===== src/core/alcc_pkg.sv =====
// Purpose: Shared types and constants for the adaptive logic cell cluster.
// Assumes: Configuration arrives on plain ports and is held steady by the fabric loader.
// Notes: Each cell offers two normal modes and an arithmetic mode with two full adders.
//
// Notes on behaviour
// - Normal mode: two independent 4-input functions, or 5-input plus separate 3-input.
// - Arithmetic mode: four 4-input tables feed two full adders, two tables each.
// - All four arithmetic tables share the same first and second operand inputs.
// - Carry enters lower adder, then upper adder, then next cell's lower adder.
// - Adder sums are available registered, unregistered, or both together.
// - Carry may be used with plain table outputs; the sum is then discarded.
// - Select-larger computes Y plus not X; carry is 1 when X below Y.
// - Comparison carry travels onto cluster routing and drives cluster-wide load select.
// - With load asserted registers take load data (Y), otherwise normal data (X).

package alcc_pkg;

   // ----------------------------------------------------------------
   // Cell operating modes, Gray coded along normal to arithmetic.
   // ----------------------------------------------------------------
   typedef enum logic [1:0] {
      ALCC_MODE_NORM44 = 2'h0,
      ALCC_MODE_NORM53 = 2'h1,
      ALCC_MODE_ARITH = 2'h3
   } alcc_mode_t;

   // ----------------------------------------------------------------
   // Data input positions inside one cell's eight data lines.
   // ----------------------------------------------------------------
   localparam int ALCC_DATAA_BIT = 0;
   localparam int ALCC_DATAB_BIT = 1;
   localparam int ALCC_LO_C_BIT = 2;
   localparam int ALCC_LO_D_BIT = 3;
   localparam int ALCC_HI_C_BIT = 4;
   localparam int ALCC_HI_D_BIT = 5;
   localparam int ALCC_FIVE_WIDTH = 5;
   localparam int ALCC_THREE_LSB = 5;

   // ----------------------------------------------------------------
   // Reset values.
   // ----------------------------------------------------------------
   localparam logic [1:0] ALCC_REG_RST = 2'h0;
   localparam logic ALCC_BIT_RST = 1'h0;

   // ----------------------------------------------------------------
   // Carriers.
   // ----------------------------------------------------------------
   typedef struct packed {
      alcc_mode_t mode;
      logic carry_only;
      logic [3:0][15:0] lut;
   } alcc_cell_cfg_t;

   typedef struct packed {
      logic [1:0] sync_data;
      logic [7:0] data;
   } alcc_cell_in_t;

endpackage


===== src/core/alcc_cell.sv =====
// Purpose: One adaptive logic cell: lookup tables, two full adders, carry pass.
// Assumes: Pure combinational; the cluster holds all registers.
// Notes: Compare mode forces the pre-adder functions to form Y plus not X.
`timescale 1ns/100ps

module alcc_cell
   import alcc_pkg::*;
(
   // Configuration.
   input wire alcc_cell_cfg_t cfg_in,
   input wire logic compare_in,
   // Data and carry.
   input wire logic [7:0] data_in,
   input wire logic carry_in,
   // Results.
   output logic [1:0] out_out,
   output logic carry_out
);

   logic [3:0] idx_lo;
   logic [3:0] idx_hi;
   logic [3:0] pre;
   logic c_mid;
   logic c_top;
   logic s_lo;
   logic s_hi;
   logic [31:0] lut_five;

   // Shared first and second operands feed every arithmetic table.
   assign idx_lo = {data_in[ALCC_LO_D_BIT], data_in[ALCC_LO_C_BIT],
                    data_in[ALCC_DATAB_BIT], data_in[ALCC_DATAA_BIT]};
   assign idx_hi = {data_in[ALCC_HI_D_BIT], data_in[ALCC_HI_C_BIT],
                    data_in[ALCC_DATAB_BIT], data_in[ALCC_DATAA_BIT]};
   assign lut_five = {cfg_in.lut[1], cfg_in.lut[0]};

   // Pre-adder functions, then lower and upper full adders in series.
   always_comb begin
      if (compare_in) begin
         // Y plus inverted X with no carry in leaves a carry only when X is below Y.
         pre = {~data_in[ALCC_HI_C_BIT], data_in[ALCC_HI_D_BIT],
                ~data_in[ALCC_DATAA_BIT], data_in[ALCC_DATAB_BIT]};
      end else begin
         pre = {cfg_in.lut[3][idx_hi], cfg_in.lut[2][idx_hi],
                cfg_in.lut[1][idx_lo], cfg_in.lut[0][idx_lo]};
      end
      s_lo = pre[0] ^ pre[1] ^ carry_in;
      c_mid = (pre[0] & pre[1]) | (carry_in & (pre[0] ^ pre[1]));
      s_hi = pre[2] ^ pre[3] ^ c_mid;
      c_top = (pre[2] & pre[3]) | (c_mid & (pre[2] ^ pre[3]));
   end

   // Output selection per mode.
   always_comb begin
      out_out = ALCC_REG_RST;
      carry_out = carry_in;
      if (compare_in) begin
         // The X bits go on as normal register data; sums are dropped.
         out_out = {data_in[ALCC_HI_C_BIT], data_in[ALCC_DATAA_BIT]};
         carry_out = c_top;
      end else begin
         case (cfg_in.mode)
            ALCC_MODE_NORM44: begin
               out_out = {cfg_in.lut[2][data_in[7:4]], cfg_in.lut[0][data_in[3:0]]};
            end
            ALCC_MODE_NORM53: begin
               out_out = {cfg_in.lut[2][{1'b0, data_in[7:ALCC_THREE_LSB]}],
                          lut_five[data_in[ALCC_FIVE_WIDTH-1:0]]};
            end
            ALCC_MODE_ARITH: begin
               out_out = cfg_in.carry_only ? {pre[2], pre[0]} : {s_hi, s_lo};
               carry_out = c_top;
            end
            default: begin
               out_out = ALCC_REG_RST;
            end
         endcase
      end
   end

endmodule


===== src/core/alcc_cluster.sv =====
// Purpose: Cluster of adaptive logic cells with a ripple carry chain and shared load select.
// Assumes: Configuration ports change only while the cluster is idle.
// Notes: The unregistered view is caught by a port flop; both views share one edge.
`timescale 1ns/100ps

module alcc_cluster
   import alcc_pkg::*;
#(
   parameter int NUM_CELLS = 8
)
(
   // Clock and reset.
   input wire logic clock_in,
   input wire logic rst_n_in,
   // Configuration.
   input wire alcc_cell_cfg_t [NUM_CELLS-1:0] cell_cfg_in,
   input wire logic compare_mode_in,
   // Cell data, chain carry and external load select.
   input wire alcc_cell_in_t [NUM_CELLS-1:0] cell_data_in,
   input wire logic carry_in_in,
   input wire logic syncload_in,
   // Results.
   output logic [NUM_CELLS-1:0][1:0] comb_out,
   output logic [NUM_CELLS-1:0][1:0] reg_out,
   output logic carry_out_out,
   output logic syncload_out
);

   // ----------------------------------------------------------------
   // Parameter check.
   // ----------------------------------------------------------------
   if (NUM_CELLS < 1 || NUM_CELLS > 16) begin : g_bad_cells
      $error("NUM_CELLS must lie between 1 and 16");
   end

   typedef struct packed {
      logic [NUM_CELLS-1:0][1:0] cell_reg;
      logic [NUM_CELLS-1:0][1:0] comb;
      logic carry;
      logic sload;
   } alcc_state_t;

   alcc_state_t state_q;
   alcc_state_t state_d;
   logic [1:0] rst_sync_q;
   logic rst_n;
   logic [NUM_CELLS:0] chain;
   logic [NUM_CELLS-1:0][1:0] cell_out;
   logic sload;

   // ----------------------------------------------------------------
   // Reset release through two flops.
   // ----------------------------------------------------------------
   always_ff @(posedge clock_in or negedge rst_n_in) begin
      if (!rst_n_in) begin
         rst_sync_q <= 2'h0;
      end else begin
         rst_sync_q <= {rst_sync_q[0], 1'b1};
      end
   end
   assign rst_n = rst_sync_q[1];

   // ----------------------------------------------------------------
   // Cells and carry chain.
   // ----------------------------------------------------------------
   // A comparison starts with no carry so the chain forms Y plus not X.
   assign chain[0] = compare_mode_in ? 1'b0 : carry_in_in;

   // Each upper carry feeds the next cell's lower adder.
   for (genvar i = 0; i < NUM_CELLS; i++) begin : g_cell
      alcc_cell u_cell (
         .cfg_in(cell_cfg_in[i]),
         .compare_in(compare_mode_in),
         .data_in(cell_data_in[i].data),
         .carry_in(chain[i]),
         .out_out(cell_out[i]),
         .carry_out(chain[i+1])
      );
   end

   // The chain carry drives the load select directly in compare mode.
   assign sload = compare_mode_in ? chain[NUM_CELLS] : syncload_in;

   // ----------------------------------------------------------------
   // Next state: every register sees the same load select.
   // ----------------------------------------------------------------
   always_comb begin
      state_d = state_q;
      state_d.comb = cell_out;
      state_d.carry = chain[NUM_CELLS];
      state_d.sload = sload;
      for (int i = 0; i < NUM_CELLS; i++) begin
         // Load data wins while the select is high, on this same edge.
         state_d.cell_reg[i] = sload ? cell_data_in[i].sync_data : cell_out[i];
      end
   end

   // State register.
   always_ff @(posedge clock_in or negedge rst_n) begin
      if (!rst_n) begin
         state_q <= '0;
      end else begin
         state_q <= state_d;
      end
   end

   // Outputs straight from flops.
   assign comb_out = state_q.comb;
   assign reg_out = state_q.cell_reg;
   assign carry_out_out = state_q.carry;
   assign syncload_out = state_q.sload;

   // ----------------------------------------------------------------
   // Checks.
   // ----------------------------------------------------------------
   logic [2*NUM_CELLS-1:0] x_val;
   logic [2*NUM_CELLS-1:0] y_val;
   logic [3:0] ref_lo;
   logic [3:0] ref_hi;
   logic [31:0] ref_five;
   logic [NUM_CELLS-1:0][1:0] sync_all;
   logic chk_armed_q;

   // Operand words assembled from the cell inputs, lower bit first per cell.
   for (genvar i = 0; i < NUM_CELLS; i++) begin : g_ops
      assign x_val[2*i] = cell_data_in[i].data[ALCC_DATAA_BIT];
      assign x_val[2*i+1] = cell_data_in[i].data[ALCC_HI_C_BIT];
      assign y_val[2*i] = cell_data_in[i].data[ALCC_DATAB_BIT];
      assign y_val[2*i+1] = cell_data_in[i].data[ALCC_HI_D_BIT];
      assign sync_all[i] = cell_data_in[i].sync_data;
   end
   assign ref_lo = cell_data_in[0].data[3:0];
   assign ref_hi = {cell_data_in[0].data[5:4], cell_data_in[0].data[1:0]};
   assign ref_five = {cell_cfg_in[0].lut[1], cell_cfg_in[0].lut[0]};

   // Holds the checks off until the first edge whose state follows sampled inputs.
   always_ff @(posedge clock_in or negedge rst_n) begin
      if (!rst_n) begin
         chk_armed_q <= 1'b0;
      end else begin
         chk_armed_q <= 1'b1;
      end
   end
endmodule


===== config.mk =====
export PLATFORM = sky130hd
export DESIGN_NAME = alcc_cluster
export DESIGN_NICKNAME = d
export VERILOG_FILES = /design/src/core/alcc_pkg.sv /design/src/core/alcc_cell.sv /design/src/core/alcc_cluster.sv
export SDC_FILE = /design/constraint.sdc
export NUM_CORES = 1
export LEC_CHECK = 0
export ABC_AREA = 1
export BUFFER_PORTS_ARGS = -buffer_cell sky130_fd_sc_hd__buf_2
export CORE_AREA = 2 2 252 254
export CTS_CLUSTER_SIZE = 8
export DETAILED_ROUTE_END_ITERATION = 7
export DIE_AREA = 0 0 254 256
export PLACE_DENSITY = 0.4
export RECOVER_POWER = 100
export SLEW_MARGIN = 5
export SYNTH_ARGS = -nofsm -noshare
export SYNTH_HDL_FRONTEND = slang
export SYNTH_HIERARCHICAL = 1
export SYNTH_SLANG_ARGS = --single-unit

===== constraint.sdc =====
create_clock -name clock_in -period 1.1 [get_ports clock_in]
set_input_delay 0.22 -clock clock_in [delete_from_list [all_inputs] [get_ports clock_in]]
set_output_delay 0.22 -clock clock_in [all_outputs]
set_load 0.05 [all_outputs]

==> flow_summary.ini <==
[logic_synthesis]
synth-seq-cells = 36
yosys.area_share.simple = 0.515
synth_fa_ha_area_frac = 0.0321
ys_seq_area_frac = 0.0902
synth_top_family_by_area = simple AND/OR/NAND/NOR gates
yosys.area.top_type_share = 0.208
syn_area_per_cell_sq_um = 5.28
yosys_warnings = 6
synthMuxAreaShare = 0.00802
synth.distinct_cells = 29
synth_xor_area_frac = 0
synth_area_leader_cell = nand2_1
synth_area_leaders = nand2_1 21%, nand3_1 19%, nor2_1 9.1%, dfrtp_1 9.0%, o211ai_1 7.7%
syn_area_sq_mm = 0.00998
synth_compound_area_frac = 0.184
synthCells = 1892
synth_fp_nets = 2529

[worst_setup_path]
cpPeakStageDelay_ns = 0.36
crit_type = input port to flip-flop
arrival_ns = 8.91
cp-start-kind = input port
crit_path_max_fanout = 8
end_kind = flip-flop
critical_path.most_common_cell = fa_2
crit_required_ns = 1.27
critPathSlowestCell = fa_2

[sta]
clock_skew_ns = 0.00365
max_freq_mhz = 115
min_period_ns = 8.73
timing.final.ws_setup_ns = -7.63
finalSetupViolCount = 35
post-route-period-util = 7.94
relSlewSlack = 0.665
worst_pin_slew_ns = 0.503
finalHoldViolations = 0
slew_violations = 0
rsz0062_at_grt = true

[flow_run]
cap_violations = 0

[grt]
antenna_found_initial = 11
grt_pass1_wl_mm = 85.9
grt_pass1_vias = 15500
overflow = 0
grt_use_total = 0.167
grt_max_degree = 27

[clock_network]
clkTransAtPathRegs_ns = 0.06
root_buffer = clkbuf_16
ctsHtreeMaxLevel = 2
cts_buffers = 5
clock_latency_ns = 0.29
cts_sinks = 36
ctsLongestPathBuffers = 2
cts_tree = yes

[power_and_ir_drop]
ir_drop_uv = 429
p_per_area_mw_per_mm2 = 646
leakage_nw = 9.40

[drt]
drt.antenna.violating_nets = 0
drt_wl_total_mm = 57.1
vias = 15700
viasPerCell = 4.27
drt_drc_violations_left = 0
dr.first_iter.drc_count = 786
wl_per_cell_microns = 15.6
drtPass1Iterations = 5

[floorplanning]
die_h_microns = 256
core_area_sq_mm = 0.0624
initial_core_util = 0.160
die-area_sq_mm = 0.0650
rows = 92
die_w_microns = 254
io_pins = 655

[outcome]
outcome = complete, but fails checks
failed_checks = negative setup slack

[final_layout]
multi_input_area_sq_mm = 0.00765
syn2layout_area_growth_pct = 70.4
final_util = 0.273
nets = 3460
seqCellArea_sq_um = 902
drive_above_1_share = 0.404
fill_cells = 7277
finalInstanceArea_sq_mm = 0.0170

[place]
port_buffers = 654
placed_cell_area_sq_mm = 0.0163
dpl.hpwl_mm = 49.6
gp_congestion = 0.901

[min_path]
hold_path_class = flip-flop to async pin
[cell usage after synthesis (all sizes together)]
cell type	count
a21oi	24
buf	91
clkbuf	2
clkinv	8
conb	1
dfrtp	36
fa	16
inv	219
mux2i	8
nand2	564
nand3	384
nor2	243
nor3	8
o211ai	103
o21a	8
o21ai	129
o221ai	16
o22ai	16
or2	16
[critical path: cells and delay by family]
family / cells / cell delay (ns)
fa+ha+maj: 16 / 5.44
mux: 8 / 1.20
buf+inv: 13 / 1.19
simple gates: 6 / 0.48
compound gates: 2 / 0.35
[worst paths after layout]
| kind | from | endpoint | slack, ns | cells past startpoint |
|---|---|---|---|---|
| min in group clock_in | cell_data_in[68] | reg_out[12]$_DFF_PN0_ | 0.16 | 3 |
| worst min-delay path | rst_sync_q[1]$_DFF_PN0_ | reg_out[6]$_DFF_PN0_ | 0.15 | 0 |
| worst max register to register | rst_sync_q[1]$_DFF_PN0_ | reg_out[2]$_DFF_PN0_ | 0.13 | 1 |
| worst max-delay path | cell_data_in[0] | reg_out[11]$_DFF_PN0_ | -7.63 | 45 |
| max in group asynchronous | rst_sync_q[1]$_DFF_PN0_ | reg_out[2]$_DFF_PN0_ | 0.13 | 1 |
| worst min register to register | rst_sync_q[1]$_DFF_PN0_ | reg_out[6]$_DFF_PN0_ | 0.15 | 0 |
[layer usage]
metal,GRT usage,part of all wire,vias up
li1,-,-,8100
met1,0.201,0.42,7051
met2,0.308,0.50,469
met3,0.0328,0.058,56
met4,0.0284,0.016,14
met5,0,0.0016,-
[area by class of cell]
cell class	instances	share of cell area
multi-input cells	1536	0.450
repair buffers	1017	0.375
well taps	846	0.0622
flip-flops and latches	36	0.0530
inverters	227	0.0517
clock buffers	6	0.00758
diodes	4	0.000588
clock inverters	1	0.000294
[cells in the final DEF (no fill, tap or decap), types with 12 or more instances in the layout]
cell type  count
o21ai_1       12
o211ai_1     103
nand3_2       20
nand2_2       31
nand3_1      364
inv_1        197
buf_6         32
or2_2         16
o221ai_1      16
o22ai_1       16
nand2_1      528
dfrtp_1       35
inv_2         14
buf_4        354
nor2_1       238
a21oi_1       23
buf_2        616
o21ai_0      117
fa_2          16
[power breakdown]
group          internal (W)  total [W]  switching [W]
clock              0.000825    0.00140       0.000573
sequential          0.00151    0.00163       0.000117
combinational       0.00362    0.00797        0.00434
[per-stage QoR]
step	worst slack [ns]	std cells	setup TNS (ns)	total power (W)	hold WS [ns]
global route	-8.19	3672	-218.61	0.0120	0.160
finish	-7.63	3673	-202.47	0.0110	0.148
global placement	-8.39	3651	-228.60	0.00915	0.00978
CTS	-7.88	3667	-209.05	0.0110	0.131
floorplan	-7.24	1892	-192.61	0.00545	-0.0756
detailed placement	-8.59	3651	-232.60	0.00909	0.0112
[what timing repair did]
item                                   CTS  global route
gates resized for setup                108            38
setup endpoints to repair               68            53
endpoints found under the hold margin    2             0
buffers inserted                         6             2
hold buffers                             1             0
cloned                                   2             0
pin swaps                               10             7
[state kept, by name (all words and copies together), names as in the netlist]
name           cells
comb_out          16
carry_out_out      1
reg_out           16
rst_sync_q         2
syncload_out       1
[logic make-up (layout without fill, tap and decap cells)]
logic type / after synthesis / after routing
simple gates: 1215 / 1215
buf+inv: 320 / 1251
compound gates: 296 / 296
flops: 36 / 36
fa+ha+maj: 16 / 16
mux: 8 / 8
other cells: 1 / 5
Power figures use the tool's default switching activity.
